==> src/shared/dbg_regs_pkg.sv <==
// Purpose: Shared constants and types for the debug register bank
// Assumes: Status/control is 8 bits, breakpoint match is 16 bits
// Notes: Bit positions and reset images are named once here
package dbg_regs_pkg;

  // ----------------------------------------
  // Field positions of debug_status_control
  // ----------------------------------------
  localparam int BIT_MODE_EN = 7;
  localparam int BIT_ACTIVE = 6;
  localparam int BIT_BKPT_EN = 5;
  localparam int BIT_FORCE_TAG = 4;
  localparam int BIT_CLK_SEL = 3;
  localparam int BIT_WAIT_STOP = 2;
  localparam int BIT_WAIT_FAIL = 1;
  localparam int BIT_DATA_FAIL = 0;

  localparam int SC_WIDTH = 8;
  localparam int BKPT_WIDTH = 16;

  // ----------------------------------------
  // Reset images
  // ----------------------------------------
  localparam logic [7:0] SC_RESET_NORMAL = 8'h00;
  localparam logic [7:0] SC_RESET_ACTIVE = 8'hC8;
  localparam logic [15:0] BKPT_RESET = 16'h0000;

  // Bits that the control-write command may change outside active mode
  localparam logic [7:0] SC_WRITE_MASK = 8'hB8;
  // Mode-enable bit is dropped from the mask while active
  localparam logic [7:0] SC_WRITE_MASK_ACTIVE = 8'h38;

  typedef enum logic [1:0]
  {
    BKPT_OFF = 2'b00,
    BKPT_TAGGED = 2'b01,
    BKPT_FORCED = 2'b10
  } bkpt_kind_t;

  // Status bits sampled from the core
  typedef struct packed
  {
    logic active;
    logic wait_stop;
    logic wait_stop_fail;
    logic data_valid_fail;
  } core_status_t;

  // Breakpoint request presented to the comparator
  typedef struct packed
  {
    bkpt_kind_t kind;
    logic [15:0] addr;
  } bkpt_req_t;

endpackage

==> src/hw/debug_ctrl_register_bank.sv <==
// Behaviour
// - One 8-bit status and control register holds control and status bits.
// - A 16-bit breakpoint match register holds the breakpoint compare address.
// - Registers reached only by serial debug commands, no memory-map path.
// - Both registers are readable and writable any time, subject to bit limits.
// - Mode-enable bit write is ignored while active background mode is on.
// - Active, wait/stop, wait/stop failure, data-valid failure are read-only.
// - Clock-select bit is writable at all times, including active mode.
// - Status read and control write commands access status/control register.
// - Enable clear refuses active-mode entry; non-intrusive commands still run.
// - Breakpoint enable clear ignores force/tag and match; no breakpoint request.
// - Force/tag set selects forced, clear selects tagged breakpoints.
//
// Purpose: Status/control and breakpoint match registers of the debug controller
// Assumes: Command decoder supplies one-cycle strobes; status bits come from the core
// Notes: Read-only bits mirror the core status, refreshed every clock
`timescale 1ns/100ps
module debug_ctrl_register_bank #(
  parameter int SC_W = 8,
  parameter int BK_W = 16
)
(
  input wire logic CLOCK,
  input wire logic RSTN,
  input wire logic RESET_IN_ACTIVE,
  input wire logic STATUS_RD,
  input wire logic CONTROL_WR,
  input wire logic [7:0] CONTROL_WDATA,
  input wire logic BKPT_RD,
  input wire logic BKPT_WR,
  input wire logic [15:0] BKPT_WDATA,
  input wire dbg_regs_pkg::core_status_t CORE_STATUS,
  input wire logic ENTRY_REQ,
  output logic [7:0] STATUS_RDATA,
  output logic STATUS_RVALID,
  output logic [15:0] BKPT_RDATA,
  output logic BKPT_RVALID,
  output logic MODE_ENABLE,
  output logic CLOCK_SELECT,
  output logic ENTRY_GRANT,
  output dbg_regs_pkg::bkpt_req_t BKPT_REQ
);

  // Field map and masks are fixed, so other widths cannot be served
  if (SC_W != dbg_regs_pkg::SC_WIDTH || BK_W != dbg_regs_pkg::BKPT_WIDTH)
  begin
    $error("Register widths are fixed at 8 and 16 bits");
  end

  // ----------------------------------------
  // Status and control register
  // ----------------------------------------
  logic [7:0] sc_q;
  logic [7:0] sc_d;
  logic [15:0] bkpt_q;
  logic [7:0] wmask;

  function automatic logic [7:0] merge(input logic [7:0] old, input logic [7:0] nw,
                                       input logic [7:0] m);
    merge = (old & ~m) | (nw & m);
  endfunction

  // Mode-enable protected while active; clock select always open
  always_comb
  begin
    wmask = sc_q[dbg_regs_pkg::BIT_ACTIVE] ? dbg_regs_pkg::SC_WRITE_MASK_ACTIVE
                                           : dbg_regs_pkg::SC_WRITE_MASK;
    sc_d = sc_q;
    if (CONTROL_WR)
    begin
      sc_d = merge(sc_q, CONTROL_WDATA, wmask);
    end
    // Status bits always follow the core, so writes cannot reach them
    sc_d[dbg_regs_pkg::BIT_ACTIVE] = CORE_STATUS.active;
    sc_d[dbg_regs_pkg::BIT_WAIT_STOP] = CORE_STATUS.wait_stop;
    sc_d[dbg_regs_pkg::BIT_WAIT_FAIL] = CORE_STATUS.wait_stop_fail;
    sc_d[dbg_regs_pkg::BIT_DATA_FAIL] = CORE_STATUS.data_valid_fail;
  end

  always_ff @(posedge CLOCK)
  begin
    if (!RSTN)
    begin
      sc_q <= RESET_IN_ACTIVE ? dbg_regs_pkg::SC_RESET_ACTIVE
                              : dbg_regs_pkg::SC_RESET_NORMAL;
    end
    else
    begin
      sc_q <= sc_d;
    end
  end

  // ----------------------------------------
  // Breakpoint match register
  // ----------------------------------------
  always_ff @(posedge CLOCK)
  begin
    if (!RSTN)
    begin
      bkpt_q <= dbg_regs_pkg::BKPT_RESET;
    end
    else if (BKPT_WR)
    begin
      bkpt_q <= BKPT_WDATA;
    end
  end

  // ----------------------------------------
  // Read answers, serial path only
  // ----------------------------------------
  // Reads return the value held before any same-cycle write
  always_ff @(posedge CLOCK)
  begin
    if (!RSTN)
    begin
      STATUS_RDATA <= 8'h00;
      STATUS_RVALID <= 1'b0;
      BKPT_RDATA <= 16'h0000;
      BKPT_RVALID <= 1'b0;
    end
    else
    begin
      STATUS_RVALID <= STATUS_RD;
      BKPT_RVALID <= BKPT_RD;
      if (STATUS_RD)
      begin
        STATUS_RDATA <= sc_q;
      end
      if (BKPT_RD)
      begin
        BKPT_RDATA <= bkpt_q;
      end
    end
  end

  // ----------------------------------------
  // Control outputs
  // ----------------------------------------
  always_ff @(posedge CLOCK)
  begin
    if (!RSTN)
    begin
      MODE_ENABLE <= 1'b0;
      CLOCK_SELECT <= 1'b0;
      ENTRY_GRANT <= 1'b0;
      BKPT_REQ <= '0;
    end
    else
    begin
      MODE_ENABLE <= sc_q[dbg_regs_pkg::BIT_MODE_EN];
      CLOCK_SELECT <= sc_q[dbg_regs_pkg::BIT_CLK_SEL];
      ENTRY_GRANT <= ENTRY_REQ && sc_q[dbg_regs_pkg::BIT_MODE_EN];
      if (!sc_q[dbg_regs_pkg::BIT_BKPT_EN])
      begin
        BKPT_REQ <= '0;
      end
      else
      begin
        BKPT_REQ.addr <= bkpt_q;
        BKPT_REQ.kind <= sc_q[dbg_regs_pkg::BIT_FORCE_TAG] ? dbg_regs_pkg::BKPT_FORCED
                                                          : dbg_regs_pkg::BKPT_TAGGED;
      end
    end
  end

  // ----------------------------------------
  // Checks
  // ----------------------------------------
  property p_enable_locked;
    @(posedge CLOCK) disable iff (!RSTN)
    sc_q[dbg_regs_pkg::BIT_ACTIVE] |=>
      sc_q[dbg_regs_pkg::BIT_MODE_EN] == $past(sc_q[dbg_regs_pkg::BIT_MODE_EN]);
  endproperty
  a_enable_locked: assert property (p_enable_locked) else $error("Enable changed while active");

  property p_clksel_write;
    @(posedge CLOCK) disable iff (!RSTN)
    CONTROL_WR |=>
      sc_q[dbg_regs_pkg::BIT_CLK_SEL] == $past(CONTROL_WDATA[dbg_regs_pkg::BIT_CLK_SEL]);
  endproperty
  a_clksel_write: assert property (p_clksel_write) else $error("Clock select write lost");

  property p_status_follow;
    @(posedge CLOCK) disable iff (!RSTN)
    1'b1 |=> sc_q[2:0] == $past({CORE_STATUS.wait_stop, CORE_STATUS.wait_stop_fail,
                                 CORE_STATUS.data_valid_fail});
  endproperty
  a_status_follow: assert property (p_status_follow) else $error("Status bit written");

  property p_active_follow;
    @(posedge CLOCK) disable iff (!RSTN)
    1'b1 |=> sc_q[dbg_regs_pkg::BIT_ACTIVE] == $past(CORE_STATUS.active);
  endproperty
  a_active_follow: assert property (p_active_follow) else $error("Active bit written");

  property p_bkpt_write;
    @(posedge CLOCK) disable iff (!RSTN)
    BKPT_WR ##1 !BKPT_WR ##1 BKPT_RD |=> BKPT_RVALID && BKPT_RDATA == $past(BKPT_WDATA, 3);
  endproperty
  a_bkpt_write: assert property (p_bkpt_write) else $error("Breakpoint readback wrong");

  property p_status_read;
    @(posedge CLOCK) disable iff (!RSTN)
    STATUS_RD |=> STATUS_RVALID && STATUS_RDATA == $past(sc_q);
  endproperty
  a_status_read: assert property (p_status_read) else $error("Status read wrong");

  property p_no_grant;
    @(posedge CLOCK) disable iff (!RSTN)
    !sc_q[dbg_regs_pkg::BIT_MODE_EN] |=> !ENTRY_GRANT;
  endproperty
  a_no_grant: assert property (p_no_grant) else $error("Entry granted while disabled");

  property p_no_bkpt;
    @(posedge CLOCK) disable iff (!RSTN)
    !sc_q[dbg_regs_pkg::BIT_BKPT_EN] |=> BKPT_REQ.kind == dbg_regs_pkg::BKPT_OFF;
  endproperty
  a_no_bkpt: assert property (p_no_bkpt) else $error("Breakpoint while disabled");

  property p_forced;
    @(posedge CLOCK) disable iff (!RSTN)
    sc_q[dbg_regs_pkg::BIT_BKPT_EN] && sc_q[dbg_regs_pkg::BIT_FORCE_TAG] |=>
      BKPT_REQ.kind == dbg_regs_pkg::BKPT_FORCED;
  endproperty
  a_forced: assert property (p_forced) else $error("Force select ignored");

  property p_reset_img;
    @(posedge CLOCK)
    !RSTN && !RESET_IN_ACTIVE |=> sc_q == dbg_regs_pkg::SC_RESET_NORMAL;
  endproperty
  a_reset_img: assert property (p_reset_img) else $error("Normal reset image wrong");

endmodule

==> config.mk <==
export PLATFORM = sky130hd
export DESIGN_NAME = debug_ctrl_register_bank
export DESIGN_NICKNAME = d
export VERILOG_FILES = /design/src/shared/dbg_regs_pkg.sv /design/src/hw/debug_ctrl_register_bank.sv
export SDC_FILE = /design/constraint.sdc
export NUM_CORES = 1
export LEC_CHECK = 0
export BUFFER_PORTS_ARGS = -buffer_cell sky130_fd_sc_hd__buf_2
export CAP_MARGIN = 20
export CORE_UTILIZATION = 30
export CTS_CLUSTER_DIAMETER = 50
export DETAILED_ROUTE_END_ITERATION = 8
export PLACE_DENSITY = 0.59
export SLEW_MARGIN = 20
export SYNTH_ARGS = -nofsm -noshare
export SYNTH_HDL_FRONTEND = slang
export SYNTH_SLANG_ARGS = --single-unit
==> constraint.sdc <==
create_clock -name CLOCK -period 1.1 [get_ports CLOCK]
set_clock_uncertainty 0.05 [all_clocks]
set_input_delay 0.11 -clock CLOCK [delete_from_list [all_inputs] [get_ports CLOCK]]
set_output_delay 0.11 -clock CLOCK [all_outputs]
set_load 0.03 [all_outputs]
Yosys cells after proc, flatten, opt, wreduce, memory -nomap -nowiden
Index checks and enable logic that the tools add are counted.
{"block": "op_classes", "eq_ne": 1, "mux": 5, "bitwise_logic": 4, "n_reduce_logical": 2}
{"cell": "8-bit 2-to-1 mux", "n": 4}
{"cell": "8-bit AND", "n": 2}
{"cell": "8-bit inverter", "n": 1}
{"cell": "8-bit bitwise OR", "n": 1}
{"cell": "2-bit 2-to-1 mux", "n": 1}
{"cell": "2-bit by 1-bit != test with 1-bit output, second input constant", "n": 1}
{"cell": "2-bit AND reduction", "n": 1}
{"cell": "1-bit logical AND", "n": 1}
{"block": "totals", "ff_bits": 71, "in_bits": 36, "output_inout_bits": 47, "word_cells": 24}

Logic depth before layout (Yosys ltp)
{"block": "depth", "depth_word": 6, "depth_mapped": 4, "ltp_nobuf": 2}

Worst setup path after synthesis
OpenSTA, ideal clock, no wires.
{"block": "synth_timing", "path_kind": "register to register", "startpoint": "reg sc_q[5]", "endpoint": "reg BKPT_REQ[11] in the netlist's numbering", "setup_ps": 116, "arrival_ps": 765, "required_ps": 934, "slack_ps": 169, "path_stages_with_launch": 3, "path_buffers": 1, "period_less_slack_ps": 931, "cell_sequence": "edfxtp_1 -> buf_2 -> and3_1"}
{"block": "synth_between", "elab_chain_len": 1}
{"element": "start: declaration", "line_no": "debug_ctrl_register_bank.sv:53", "text": "logic [7:0] sc_q;"}
{"element": "start signal: assignment", "line_no": "debug_ctrl_register_bank.sv:84", "text": "sc_q <= RESET_IN_ACTIVE ? dbg_regs_pkg::SC_RESET_ACTIVE"}
{"element": "2-bit AND reduction (no line)"}
{"element": "end: declaration", "line_no": "debug_ctrl_register_bank.sv:41", "text": "output dbg_regs_pkg::bkpt_req_t BKPT_REQ"}
Every way passes these cells.
A chain may end at the register's enable or synchronous reset.

Final worst setup path
{"block": "layout_timing", "startpoint": "reg STATUS_RDATA[2]", "endpoint": "out STATUS_RDATA[2]"}
{"element": "start: declaration", "line_no": "debug_ctrl_register_bank.sv:34", "text": "output logic [7:0] STATUS_RDATA,"}
{"element": "start signal: assignment", "line_no": "debug_ctrl_register_bank.sv:127", "text": "STATUS_RDATA <= sc_q;"}
No word-level cell between the ends.

==> impl_metrics.tcl <==
set metrics [dict create \
    status "finished, final reports clean" \
    clock_path_buffers 2 \
    port_buffers 78 \
    slowest_delay_ps 350 \
    path_clk_slew_ps 70 \
    synth_cell_type_count 19 \
    arrival_ps 890 \
    timing.final.ws_setup_ps 46.4 \
    relSlewSlack_pct 81.6 \
    setup-violations-final 0 \
    crit_chain "buf_2" \
    hold_violations 0 \
    synth-seq-cells 71 \
    switching_power_w 0.00133 \
    fp.dieH_um 92.6 \
    critPathBufInv 1 \
    grt_overflow 0 \
    nets 344 \
    tightestPinTransition_ps 276 \
    postCtsSetupBuffers 0 \
    grt_max_degree 43 \
    drc 0 \
    power_frac_comb_pct 11.3 \
    path_delay_family "flip-flops" \
    gp_congestion 0.646 \
    place_inst 378 \
    hold_class "in2reg" \
    first_global_vias 1678 \
    p_sw_share_pct 24.1 \
    p_seq_share_pct 50.4 \
    fillCellCount 780 \
    crit_slowest_cell "dfxtp_1" \
    routedWlPerCell_um 11.9 \
    initialDrtViolationCount 21 \
    fmax_mhz 949 \
    p_leak_nw 1.73 \
    crit_fanout 2 \
    reg2reg_slack_ps 90 \
    yosys_warnings 0 \
    syn2layout_area_growth_pct 38.0 \
    powerDensity_mw_per_mm2 1620 \
    cts.htree.levels 3 \
    clock-sinks 71 \
    worst_setup_path_start_kind "register" \
    crit_required_ps 940 \
    dp_hpwl_um 3250 \
    clockPowerShare_pct 38.4 \
    multi_input_area_um2 883 \
    grt_pass1_wl_um 8110 \
    vias 1722 \
    vias_per_cell 4.15 \
    max_cap_viol_count 0 \
    clk_latency_ps 340 \
    end_kind "primary output" \
    antenna_found_initial 0 \
    root_buffer "clkbuf_8" \
    final_cell_mix "75 x buf_2, 67 x dfxtp_1, 40 x mux2i_1" \
    initial_core_util_pct 31.4 \
    grt_usage_pct 12.6 \
    io_pins 83 \
    fin_crit_ps 1050 \
    drtPass1Iterations 3 \
    die_area_mm2 0.00858 \
    ys_seq_area_share_pct 59.3 \
    fin_setup_tns_ps 0 \
    instances_no_fill 415 \
    maxSlewViolCount 0 \
    path_class "reg2out" \
    pre_cts_ws_ps 90.3 \
    rsz0062_at_grt "false" \
    core_mm2 0.00785 \
    syn-cell-area_mm2 0.00246 \
    avgSynthCellArea_um2 12.1 \
    routed_wirelength_um 4950 \
    cts_tree "built" \
    fin_hold_ws_ps 11.7 \
    period_share_pct 95.8 \
    n_antenna_cell 0 \
    seq_area_mm2 0.00146 \
    die_x_um 92.6 \
    rows 32 \
    drive_above_1_share_pct 32.9 \
    synth_fp_nets 240 \
    final_common_cell "buf_2" \
    irDropWorstVdd_mv 0.646 \
    cts_buffers 9 \
    postSynthCellCount 204 \
    ant_nets 0 \
    p_int_w 0.00419 \
]
synth_stat cells (all sizes together):
library cell,number,area [um2]
nor2b,27,169
buf,8,91.3
inv,1,3.75
and2b,13,97.6
nand2b,1,6.26
o21ai,2,10.0
clkbuf,6,23.8
nor2,1,3.75
and3,18,113
mux2i,40,400
nand2,7,26.3
edfxtp,4,120
and2,9,57.6
dfxtp,67,1340
power by group through the flow:
| stage | sequential (W) | clock, W | combinational (W) |
|---|---|---|---|
| CTS | 0.00278 | 0.00220 | 0.000628 |
| global route | 0.00279 | 0.00233 | 0.000677 |
| global placement | 0.00284 | 0 | 0.000565 |
| floorplan | 0.00296 | 0 | 0.000257 |
| finish | 0.00278 | 0.00212 | 0.000622 |
| detailed placement | 0.00284 | 0 | 0.000569 |
cell type report:
type	instances	area share [%]
flip-flops and latches	71	43.0
multi-input cells	118	26.0
repair buffers	107	21.1
clock buffers	11	4.45
well taps	102	3.75
clock inverters	5	1.62
inverters	1	0.110
metal layers:
layer | track usage (%) | vias up | wire length, um
li1 | - | 878 | -
met1 | 14.7 | 783 | 2240
met2 | 19.7 | 53 | 2260
met3 | 5.34 | 8 | 355
met4 | 6.54 | 0 | 83
met5 | 0 | - | 0
repair_timing:
item / in CTS / in global routing
endpoints found under the setup margin: 0 / 3
hold endpoints to repair: 20 / 0
resized for setup: 0 / 4
hold buffers: 21 / 0
flip-flops by register name, summed over array words and instances (netlist names), named ones only:
register / flops
BKPT_RDATA: 16
bkpt_q: 16
STATUS_RVALID: 1
sc_q: 7
BKPT_REQ: 18
MODE_ENABLE: 1
CLOCK_SELECT: 1
STATUS_RDATA: 8
ENTRY_GRANT: 1
BKPT_RVALID: 1
stage by stage:
stage	util (%)	instance area [um2]	power, W
after floorplan	-	2460	0.00322
final	43.3	3400	0.00552
after global placement	37.9	2980	0.00340
after global routing	43.3	3400	0.00580
after CTS	43.2	3390	0.00560
after detailed placement	37.9	2980	0.00341
logic make-up after synthesis:
logic type             count (synthesis)  share of synthesized area (%)
AO/OA/AOI/OAI                          2                          0.406
buffers and inverters                 15                           4.82
flip-flops                            71                           59.3
multiplexers                          40                           16.3
AND/OR/NAND/NOR                       76                           19.2
path summary, 6_finish.rpt:
kind,cells after the start,to,start
hold / removal,3,bkpt_q[0]$_SDFFE_PN0P_,BKPT_WDATA[0]
hold reg to reg,1,BKPT_REQ[16]$_SDFF_PN0_,sc_q[4]$_SDFFCE_PN0P_
setup reg to reg,2,BKPT_REQ[5]$_SDFF_PN0_,sc_q[5]$_SDFFCE_PN0P_
setup / recovery,1,STATUS_RDATA[2],STATUS_RDATA[2]$_SDFFE_PN0P_
No activity file was read; power rests on OpenSTA's default activity.
